[config.mk]
export PLATFORM = sky130hd
export DESIGN_NAME = control_source_select
export DESIGN_NICKNAME = d
export VERILOG_FILES = /design/src/shared/css_pkg.sv /design/src/hdl/control_source_select.sv /design/src/hdl/lane_mux.sv /design/src/hdl/pin_sync.sv
export VERILOG_INCLUDE_DIRS = /design/src /design/src/shared
export SDC_FILE = /design/constraint.sdc
export NUM_CORES = 1
export LEC_CHECK = 0
export ABC_AREA = 0
export BUFFER_PORTS_ARGS = -buffer_cell sky130_fd_sc_hd__buf_4
export CORE_UTILIZATION = 36
export CTS_CLUSTER_DIAMETER = 30
export DETAILED_ROUTE_END_ITERATION = 10
export PLACE_DENSITY_LB_ADDON = 0.1
export SYNTH_ARGS = -nofsm -noshare
export SYNTH_HDL_FRONTEND = slang
export SYNTH_SLANG_ARGS = --single-unit
[constraint.sdc]
create_clock -name pclk -period 5 [get_ports pclk]
set_input_delay 0 -clock pclk [delete_from_list [all_inputs] [get_ports pclk]]
set_output_delay 0 -clock pclk [all_outputs]
set_load 0.01 [all_outputs]
[src/shared/css_consts.svh]
// Constants for the conditioning control source selector.
// Assumes byte offsets on a 32-bit APB slave and a 25 MHz pclk.
`ifndef CSS_CONSTS_SVH
`define CSS_CONSTS_SVH

`define LANES 8
`define LANES_PER_SIDE 4
`define BITS_PER_BYTE 4'h8
`define LANE_RST 8'h00
`define IDLE_RST 2'h0
// Fixed upper part of the SMBus slave address (value arbitrary)
`define SLV_ADDR_HI 3'h5
`define IDX_IDLE 8'h08
`define IDX_STAT 8'h09
`define OFF_LANE0 8'h00
`define OFF_IDLE 8'h20
`define OFF_STAT 8'h24
`define STAT_MODE 0
`define STAT_ADDR_LO 1
`define STAT_BUSY 5

`endif

[src/shared/css_pkg.sv]
// Types shared by the conditioning control source selector.
// Assumes the constants header is included by the design files.
package css_pkg;

   // One lane's conditioning word, same layout as its register
   typedef struct packed {
      logic rate;
      logic [1:0] swing;
      logic [2:0] deemph;
      logic [1:0] eq;
   } lane_cfg_t;

   // All pins that cross into pclk, synchronised as one vector
   typedef struct packed {
      logic mode;
      logic scl;
      logic sda;
      logic [3:0] addr;
      logic [1:0] eq_a;
      logic [1:0] eq_b;
      logic [2:0] de_a;
      logic [2:0] de_b;
      logic [1:0] swing;
      logic rate;
      logic [1:0] idle;
   } pins_t;

   typedef enum logic [8:0] {
      S_IDLE  = 9'h001,
      S_ADDR  = 9'h002,
      S_ACK_A = 9'h004,
      S_PTR   = 9'h008,
      S_ACK_P = 9'h010,
      S_WDATA = 9'h020,
      S_ACK_W = 9'h040,
      S_RDATA = 9'h080,
      S_RACK  = 9'h100
   } smb_state_t;

endpackage : css_pkg
[src/hdl/control_source_select.sv]
// Conditioning control source selector: pin straps or SMBus registers.
// Assumes an APB master on pclk and an SMBus host far slower than pclk.
//
// Implementation choices: register access over APB and the register addresses.
`timescale 1ns/100ps
`include "css_consts.svh"
module control_source_select
   import css_pkg::*;
(
   input wire logic pclk,
   input wire logic presetn,
   input wire logic [7:0] paddr,
   input wire logic psel,
   input wire logic penable,
   input wire logic pwrite,
   input wire logic [31:0] pwdata,
   output logic [31:0] prdata,
   output logic pready,
   output logic pslverr,
   input wire logic mgmt_bus_select,
   input wire logic scl,
   input wire logic sda_i,
   output logic sda_o,
   output logic sda_oe,
   input wire logic [3:0] slave_addr_strap,
   input wire logic side_a_eq_strap0,
   input wire logic side_a_eq_strap1,
   input wire logic side_b_eq_strap0,
   input wire logic side_b_eq_strap1,
   input wire logic [2:0] side_a_deemph,
   input wire logic [2:0] side_b_deemph,
   input wire logic [1:0] output_swing,
   input wire logic rate_sel,
   input wire logic [1:0] idle_thr_pin,
   output lane_cfg_t [7:0] lane_cfg,
   output logic [1:0] idle_thr
);

   typedef struct packed {
      smb_state_t fsm;
      logic [3:0] cnt;
      logic [7:0] sh;
      logic [7:0] tx;
      logic [7:0] ptr;
      logic rw;
      logic nack;
      logic sda_oe;
      logic scl_d;
      logic sda_d;
      lane_cfg_t [7:0] regs;
      logic [1:0] idle_reg;
      lane_cfg_t [7:0] cfg_out;
      logic [1:0] idle_out;
      logic [31:0] prdata;
      logic pready;
      logic pslverr;
   } st_t;

   st_t r;
   st_t n;
   pins_t pins_raw;
   pins_t ps;
   lane_cfg_t [7:0] mux_cfg;
   logic rise;
   logic fall;
   logic start;
   logic stop;
   logic [7:0] apb_idx;
   logic apb_ok;

   function automatic logic [7:0] reg_rd(input lane_cfg_t [7:0] regs,
                                         input logic [1:0] idl,
                                         input logic [7:0] idx);
      logic [7:0] v;
      v = 8'h00;
      if (idx < `IDX_IDLE) begin
         v = regs[idx[2:0]];
      end else if (idx == `IDX_IDLE) begin
         v = {6'h00, idl};
      end
      return v;
   endfunction : reg_rd

   //////////////////////////////////////////////////////////////////////
   // Pin capture and per-lane source selection

   assign pins_raw = '{mode: mgmt_bus_select, scl: scl, sda: sda_i,
                       addr: slave_addr_strap,
                       eq_a: {side_a_eq_strap1, side_a_eq_strap0},
                       eq_b: {side_b_eq_strap1, side_b_eq_strap0},
                       de_a: side_a_deemph, de_b: side_b_deemph,
                       swing: output_swing, rate: rate_sel,
                       idle: idle_thr_pin};

   pin_sync u_sync (
      .pclk(pclk),
      .presetn(presetn),
      .pins_in(pins_raw),
      .pins_out(ps)
   );

   // Lanes 0-3 belong to side A, lanes 4-7 to side B
   for (genvar i = 0; i < `LANES; i++) begin : g_lane
      lane_mux u_mux (
         .mode(ps.mode),
         .eq_strap(i < `LANES_PER_SIDE ? ps.eq_a : ps.eq_b),
         .de_pin(i < `LANES_PER_SIDE ? ps.de_a : ps.de_b),
         .swing_pin(ps.swing),
         .rate_pin(ps.rate),
         .reg_cfg(r.regs[i]),
         .cfg(mux_cfg[i])
      );
   end

   //////////////////////////////////////////////////////////////////////
   // SMBus line events, seen only once both lines are synchronised

   assign rise = ps.scl & ~r.scl_d;
   assign fall = ~ps.scl & r.scl_d;
   assign start = ps.scl & r.scl_d & r.sda_d & ~ps.sda;
   assign stop = ps.scl & r.scl_d & ~r.sda_d & ps.sda;

   assign apb_idx = {4'h0, paddr[5:2]};
   assign apb_ok = (paddr[1:0] == 2'h0) && (paddr[7:6] == 2'h0) &&
                   (apb_idx <= `IDX_STAT);

   //////////////////////////////////////////////////////////////////////
   // Next state

   always_comb begin
      n = r;
      n.scl_d = ps.scl;
      n.sda_d = ps.sda;
      if (!ps.mode) begin
         // Bus logic held idle so no register can be reached
         n.fsm = S_IDLE;
         n.sda_oe = 1'b0;
         n.cnt = 4'h0;
      end else if (start) begin
         n.fsm = S_ADDR;
         n.cnt = 4'h0;
         n.sda_oe = 1'b0;
      end else if (stop) begin
         n.fsm = S_IDLE;
         n.sda_oe = 1'b0;
      end else if (rise) begin
         case (r.fsm)
            S_ADDR, S_PTR, S_WDATA: begin
               n.sh = {r.sh[6:0], ps.sda};
               n.cnt = 4'(r.cnt + 4'h1);
            end
            S_RDATA: begin
               n.cnt = 4'(r.cnt + 4'h1);
            end
            S_RACK: begin
               n.nack = ps.sda;
            end
            default: begin
            end
         endcase
      end else if (fall) begin
         // SDA only changes while SCL is low, so it never fakes a start
         case (r.fsm)
            S_ADDR: begin
               if (r.cnt == `BITS_PER_BYTE) begin
                  if (r.sh[7:1] == {`SLV_ADDR_HI, ps.addr}) begin
                     n.fsm = S_ACK_A;
                     n.rw = r.sh[0];
                     n.sda_oe = 1'b1;
                  end else begin
                     n.fsm = S_IDLE;
                  end
               end
            end
            S_ACK_A: begin
               n.cnt = 4'h0;
               if (r.rw) begin
                  n.tx = reg_rd(r.regs, r.idle_reg, r.ptr);
                  n.sda_oe = ~n.tx[7];
                  n.fsm = S_RDATA;
               end else begin
                  n.sda_oe = 1'b0;
                  n.fsm = S_PTR;
               end
            end
            S_PTR: begin
               if (r.cnt == `BITS_PER_BYTE) begin
                  n.ptr = r.sh;
                  n.sda_oe = 1'b1;
                  n.fsm = S_ACK_P;
               end
            end
            S_ACK_P, S_ACK_W: begin
               n.sda_oe = 1'b0;
               n.cnt = 4'h0;
               n.fsm = S_WDATA;
            end
            S_WDATA: begin
               if (r.cnt == `BITS_PER_BYTE) begin
                  if (r.ptr < `IDX_IDLE) begin
                     n.regs[r.ptr[2:0]] = lane_cfg_t'(r.sh);
                  end else if (r.ptr == `IDX_IDLE) begin
                     n.idle_reg = r.sh[1:0];
                  end
                  n.ptr = 8'(r.ptr + 8'h01);
                  n.sda_oe = 1'b1;
                  n.fsm = S_ACK_W;
               end
            end
            S_RDATA: begin
               if (r.cnt == `BITS_PER_BYTE) begin
                  n.sda_oe = 1'b0;
                  n.fsm = S_RACK;
               end else begin
                  n.tx = {r.tx[6:0], 1'b0};
                  n.sda_oe = ~n.tx[7];
               end
            end
            S_RACK: begin
               n.cnt = 4'h0;
               if (r.nack) begin
                  n.fsm = S_IDLE;
               end else begin
                  n.ptr = 8'(r.ptr + 8'h01);
                  n.tx = reg_rd(r.regs, r.idle_reg, n.ptr);
                  n.sda_oe = ~n.tx[7];
                  n.fsm = S_RDATA;
               end
            end
            default: begin
               n.fsm = S_IDLE;
            end
         endcase
      end

      // APB: answer is prepared in the setup cycle, so access is one cycle
      n.pready = 1'b0;
      if (psel && !penable && !r.pready) begin
         n.pready = 1'b1;
         n.prdata = 32'h0000_0000;
         n.pslverr = !apb_ok;
         if (apb_ok && apb_idx == `IDX_STAT) begin
            // Status is read-only in either mode
            n.pslverr = pwrite;
            n.prdata[`STAT_MODE] = ps.mode;
            n.prdata[`STAT_ADDR_LO +: 4] = ps.addr;
            n.prdata[`STAT_BUSY] = (r.fsm != S_IDLE);
         end else if (apb_ok && !ps.mode) begin
            n.pslverr = 1'b1;
         end else if (apb_ok && !pwrite) begin
            n.prdata[7:0] = reg_rd(r.regs, r.idle_reg, apb_idx);
         end else if (apb_ok && pwrite) begin
            n.pslverr = (apb_idx == `IDX_STAT);
         end
      end
      // Same-cycle APB write overrides an SMBus write to that register
      if (psel && penable && r.pready && pwrite && !r.pslverr) begin
         if (apb_idx < `IDX_IDLE) begin
            n.regs[apb_idx[2:0]] = lane_cfg_t'(pwdata[7:0]);
         end else if (apb_idx == `IDX_IDLE) begin
            n.idle_reg = pwdata[1:0];
         end
      end

      n.cfg_out = mux_cfg;
      n.idle_out = ps.mode ? r.idle_reg : ps.idle;
   end

   always_ff @(posedge pclk or negedge presetn) begin
      if (!presetn) begin
         r <= '0;
         r.fsm <= S_IDLE;
         r.scl_d <= 1'b1;
         r.sda_d <= 1'b1;
         r.regs <= {`LANES{`LANE_RST}};
         r.idle_reg <= `IDLE_RST;
      end else begin
         r <= n;
      end
   end

   assign prdata = r.prdata;
   assign pready = r.pready;
   assign pslverr = r.pslverr;
   assign sda_oe = r.sda_oe;
   assign sda_o = 1'b0;
   assign lane_cfg = r.cfg_out;
   assign idle_thr = r.idle_out;
endmodule : control_source_select

[src/hdl/lane_mux.sv]
// Chooses one lane's conditioning word from straps or its register.
// Assumes all inputs are already on pclk; purely combinational.
`timescale 1ns/100ps
module lane_mux
   import css_pkg::*;
(
   input wire logic mode,
   input wire logic [1:0] eq_strap,
   input wire logic [2:0] de_pin,
   input wire logic [1:0] swing_pin,
   input wire logic rate_pin,
   input wire lane_cfg_t reg_cfg,
   output lane_cfg_t cfg
);

   always_comb begin
      if (mode) begin
         cfg = reg_cfg;
      end else begin
         cfg.eq = eq_strap;
         cfg.deemph = de_pin;
         cfg.swing = swing_pin;
         cfg.rate = rate_pin;
      end
   end

endmodule : lane_mux

[src/hdl/pin_sync.sv]
// Two-stage synchroniser for the strap, mode and SMBus pins.
// Assumes pins are asynchronous to pclk; only stage two is read.
`timescale 1ns/100ps
module pin_sync
   import css_pkg::*;
(
   input wire logic pclk,
   input wire logic presetn,
   input wire pins_t pins_in,
   output pins_t pins_out
);

   typedef struct packed {
      pins_t meta;
      pins_t stable;
   } sync_st_t;

   sync_st_t r;
   sync_st_t n;

   always_comb begin
      n = r;
      n.meta = pins_in;
      n.stable = r.meta;
   end

   // SCL and SDA idle high, so their stages reset high
   always_ff @(posedge pclk or negedge presetn) begin
      if (!presetn) begin
         r <= '0;
         r.meta.scl <= 1'b1;
         r.meta.sda <= 1'b1;
         r.stable.scl <= 1'b1;
         r.stable.sda <= 1'b1;
      end else begin
         r <= n;
      end
   end

   assign pins_out = r.stable;

endmodule : pin_sync

# Word level (Yosys, flattened, before mapping)
# Index checks and enable logic that the tools add are counted.
dict set report totals {
  ff_bits 228
  wordCells 309
}
dict set report op_classes {
  addsub 2
  n_lt_le_gt_ge 9
  n_eq_ne 34
  muxes 109
  bitwise_logic 17
  n_reduce_logical 37
}
# op count
set ops {}
lappend ops {{2-to-1 mux 66 bit} 8}
lappend ops {{2-to-1 mux 8 bit} 40}
lappend ops {{bitwise mux 64 bit} 2}
lappend ops {{2-to-1 mux 64 bit} 2}
lappend ops {{binary-select mux 8 bit (select 3 bit)} 3}
lappend ops {{case mux 9 bit (7 select lines)} 1}
lappend ops {{2-to-1 mux 9 bit} 6}
lappend ops {{demux 8 bit (select 3 bit)} 2}
lappend ops {{case mux 8 bit (3 select lines)} 2}
lappend ops {{2-to-1 mux 13 bit} 3}
lappend ops {{inequality test 5 bit (second input constant)} 7}
lappend ops {{2-to-1 mux 17 bit} 2}
lappend ops {{2-to-1 mux 30 bit} 1}
lappend ops {{2-to-1 mux 1 bit} 20}
lappend ops {{2-to-1 mux 2 bit} 10}
lappend ops {{inequality test 4 bit (second input constant)} 5}
lappend ops {{AND reduction 9 bit} 2}
lappend ops {{equality test 8 x 4 -> 1 bit (second input constant)} 2}
lappend ops {{less-than comparator 8 x 4 -> 1 bit (second input constant)} 2}
lappend ops {{2-to-1 mux 16 bit} 1}
lappend ops {{logical AND 1 bit} 14}
lappend ops {{equality test 4 bit (second input constant)} 3}
lappend ops {{less-than comparator 3 x 4 -> 1 bit (second input constant)} 3}
lappend ops {{2-to-1 mux 4 bit} 3}
lappend ops {{34 further kinds} 64}

# Logic depth before layout (Yosys ltp)
dict set report depth {
  word_depth 19
  depth_mapped 13
}

# Modules after synthesis
# Synthesis repeated with hierarchy kept, for this count alone.
dict set report unflattened {
  cells_unflattened 1065
  area_unflattened_um2 12350.6
}
# module n_inst cells_each area_each_um2
set modules_own_cells {}
lappend modules_own_cells {control_source_select 1 949 10193.5}
lappend modules_own_cells {pin_sync 1 44 1106.1}
lappend modules_own_cells {lane_mux 8 9 131.4}

# Least setup slack after synthesis
# No wires, ideal clock.
dict set report synth_path {
  path_type {flip-flop to flip-flop}
  startpoint {reg r[171] (netlist name)}
  endpoint {reg r[185] (netlist name)}
  setup_time_ns 0.127
  arrival_time_ns 3.504
  required_ns 4.873
  slack_ns 1.368
  stages_incl_launch_ff 12
  n_path_buf 5
  period_less_slack_ns 3.632
  path_cell_list {dfrtp_1 -> buf_2 -> buf_2 -> buf_2 -> inv_1 -> ha_1 -> clkbuf_1 -> clkbuf_1 -> mux4_2 -> mux2i_1 -> o221ai_1 -> mux2_1}
}
dict set report synth_via {
  elab_chain_len 13
  elab_cells_between_ends 26
  cone_classes {add/sub: 1; order compare: 2; mux: 23}
}
# item line
set synth_rtl {}
lappend synth_rtl {{start: declaration} control_source_select.sv:59} ;# st_t r;
lappend synth_rtl {{start signal: assignment} control_source_select.sv:278} ;# r <= n;
lappend synth_rtl {{branches (longest 12 deep; another with adder 8 x 1 -> 8 bit)} n/a}
lappend synth_rtl {{case mux 8 bit (3 select lines) *} control_source_select.sv:163} ;# case (r.fsm)
# Mark *: on every way between the ends. The select of a mux whose other input is x is not followed.
# A chain may end at the register's enable or synchronous reset.

# Final worst setup path
dict set report layout_path {
  startpoint {reg r[171] (netlist name)}
  endpoint {reg r[179] (netlist name)}
}
dict set report layout_via {
  elab_chain_len 13
  elab_cells_between_ends 30
  cone_classes {add/sub: 1; order compare: 2; eq/ne: 2; mux: 25}
}
# item line
set layout_rtl {}
lappend layout_rtl {{branches (longest 12 deep; another with adder 8 x 1 -> 8 bit)} n/a}
lappend layout_rtl {{case mux 8 bit (3 select lines) *} control_source_select.sv:163}
# Marked as above.

==> metrics <==
Post-DRT Antenna Nets=0; Die Width=roughly 180 µm; # setup viols final=0; # DRC=0; commonest non-fill, non-tap cells in the layout=218 x dfrtp_1, 217 x nand2_1, 125 x buf_4; first-pass GRT wire length=53.42 mm; vias in the first global route=around 8,600; Die Footprint=33,540 µm²; P per Cell Area=roughly 430 nW/µm²; Yosys Warn Count=0; Post-DP HPWL=about 23 mm; outcome=finished clean; Lkg Pwr=~6.5 nW; Syn-to-layout area delta=27.82%; power share of the sequential group=0.301; Synth Register Bits=around 230; Clock transition at path regs=40 ps; number of flops mapped to enable cells by yosys=0; Post-Synthesis Cells=~1,100; Final Hold Violating Endpoints=0; final worst setup slack=~1400 ps; RSZ-0062 raised after global routing=no; Final Skew=roughly 29 ps; Slew Limit Fails=0; fmax=280.3 MHz; commonest non-fill, non-tap cell in the layout=dfrtp_1; IO Pins=around 170; H-tree depth=3; clock power share=0.652; Final min period=about 3600 ps; Die Height=183.2 µm; Seq/Total Area, Yosys=0.4816; total negative setup slack=0 ps; layout cells sized above 1=0.2597; largest net degree at the start of global routing=117; fill cell count=slightly below 3,000; crit path DAT=3990 ps; max-cap violation count=0; Req. time, crit path=5420 ps; Primary FF master, synth=dfrtp_1; TritonRoute pass-1 iters=8; GRT Overall Usage=0.2126; CP Max Fanout=42; Slew HR=0.2450; Worst setup SP type=flip-flop; post-cts sizing count=0; Buffers on Ports=roughly 120; via/cell ratio=~5.2; nets=between 1,000 and 1,500; post-place setup slack=approximately 1500 ps; Slew @ Worst Pin=1132 ps; Initial Utilization=0.3706; TritonCTS clock tree=built; initial antenna violation count=2; Hold/Removal Path Class=input port to flip-flop; Max VDD drop=approximately 0.0002 V; Cell variety after synth=72; crit end category=flip-flop; Rows=65; core area=about 32,000 µm²; clock sink count=approximately 230; global route overflow=0; top post-synthesis cells by area=dfrtp_1 47%, mux4_2 9.0%, mux2i_1 8.0%; Post-Syn Area=approximately 12,000 µm²; crit path kind=flip-flop to flip-flop; post-synth top area cell=dfrtp_1; WL/cell=about 20 µm; detailed-route via count=slightly below 9,000; root buffer cell=clkbuf_16; Inserted Clock Buffers=between 60 and 70; 1st-iter DRT viols=~650; clk buf depth=3; routed wire length=~35 mm; Sw Pwr=around 1.5 mW; gp weighted congestion=around 0.83; P_int=4.998 mW; Switching Share=0.2255; Synth top area share=0.4660; worst skew pair latency=about 550 ps; Mean Syn Cell Area=10.64 µm²; Logic pwr share=0.047; Async SR Flop Fraction=1.000; crit share post-route=0.7135
-- through the flow --
step | cells | util | area [µm²] | power (mW) | hold WS (ps)
finish | 1700 | 0.4737 | 15100 | 6.453 | 102.0
global route | 1698 | 0.4735 | 15100 | 6.703 | 85.80
CTS | 1698 | 0.4735 | 15100 | 6.524 | 79.44
detailed placement | 1535 | 0.3897 | 12420 | 2.253 | 110.4
global placement | 1535 | 0.3897 | 12420 | 2.252 | 108.8
floorplan | 1134 | - | 11900 | 2.146 | -295.6
-- timing repair --
action	in CTS	in global routing
setup buffers	0	0
setup endpoints to repair	0	0
hold buffers	39	0
hold endpoints to repair	205	0
-- state kept, by name, summed over array words and instances, names as in the netlist --
signal           count
idle_thr             2
lane_cfg            64
prdata               8
pready               1
pslverr              1
r                  106
sda_oe               1
u_sync.n            22
u_sync.pins_out     22
-- cell type report --
cell class              count  area, µm²  share of cell area
inverters                  15      56.30            0.003729
multi-input cells         731       5157              0.3415
repair buffers            166       1364             0.09031
clock buffers              94       1943              0.1287
well taps                 435      544.3             0.03604
diodes                      2      5.005           0.0003314
clock inverters            30      339.1             0.02245
flip-flops and latches    227       5692              0.3769
-- critical path, stage by stage, from the launching register on --
cell and delay [ps]:
dfrtp_2 1110, inv_1 270, ha_1 560, buf_4 340, mux4_2 560, mux2i_1 190, o21ai_0 130, a32oi_1 180
o21ai_0 90
-- kinds of logic (layout without fill, tap and decap cells) --
kind of cell,Yosys count,after routing,synth area share
compound gates,156,156,0.07880
xor+xnor,9,9,0.006672
fa+ha+maj,8,8,0.008473
buf+inv,176,305,0.08949
flops,227,227,0.4816
mux,160,160,0.1874
other cells,1,27,0.0003174
simple gates,373,373,0.1473
-- layer usage --
layer	part of all wire	vias to the layer above	wire length, µm	global-route usage
met5	0	-	0	0
met4	0.020	0	681	0.06867
met3	0.079	51	2737	0.05203
met2	0.42	374	14700	0.2995
met1	0.48	4343	16520	0.3173
li1	-	4019	-	-
-- cell usage after synthesis, types with 4 or more instances --
library cell / count
nor4_1: 5
nand3_1: 17
clkbuf_1: 35
dfrtp_1: 220
nand2b_1: 8
nand2_1: 217
nor2_1: 56
mux4_2: 47
buf_4: 99
dfstp_2: 7
mux2_1: 6
ha_1: 8
xor2_1: 4
inv_1: 13
and4b_1: 5
nand4b_1: 5
nand3_2: 5
mux2_2: 13
xnor2_1: 5
o221ai_1: 8
nor3_1: 9
o21ai_0: 58
mux2i_1: 94
a21oi_1: 57
buf_2: 5
and3_1: 8
buf_1: 17
nand4_1: 8
-- final timing paths --
path	from	slack [ps]	endpoint	cells after the start
max in group asynchronous	presetn	3740	lane_cfg[58]$_DFF_PN0_	3
worst min register to register	u_sync.n[17]$_DFF_PN0_	330	u_sync.pins_out[17]$_DFF_PN0_	0
min in group asynchronous	presetn	130	r[157]$_DFF_PN0_	2
worst min-delay path	slave_addr_strap[1]	100	u_sync.n[16]$_DFF_PN0_	2
worst max register to register	r[171]$_DFFE_PN0P_	1430	r[179]$_DFFE_PN0P_	8
worst max-delay path	r[171]$_DFFE_PN0P_	1430	r[179]$_DFFE_PN0P_	8
-- power by group through the flow --
| stage | Combinational, mW | Clock [mW] | Sequential [mW] |
|---|---|---|---|
| floorplan | 0.194 | 0 | 1.95 |
| global placement | 0.283 | 0 | 1.97 |
| detailed placement | 0.285 | 0 | 1.97 |
| CTS | 0.311 | 4.27 | 1.94 |
| global route | 0.339 | 4.42 | 1.95 |
| finish | 0.304 | 4.21 | 1.94 |
Power figures use the tool's default switching activity.
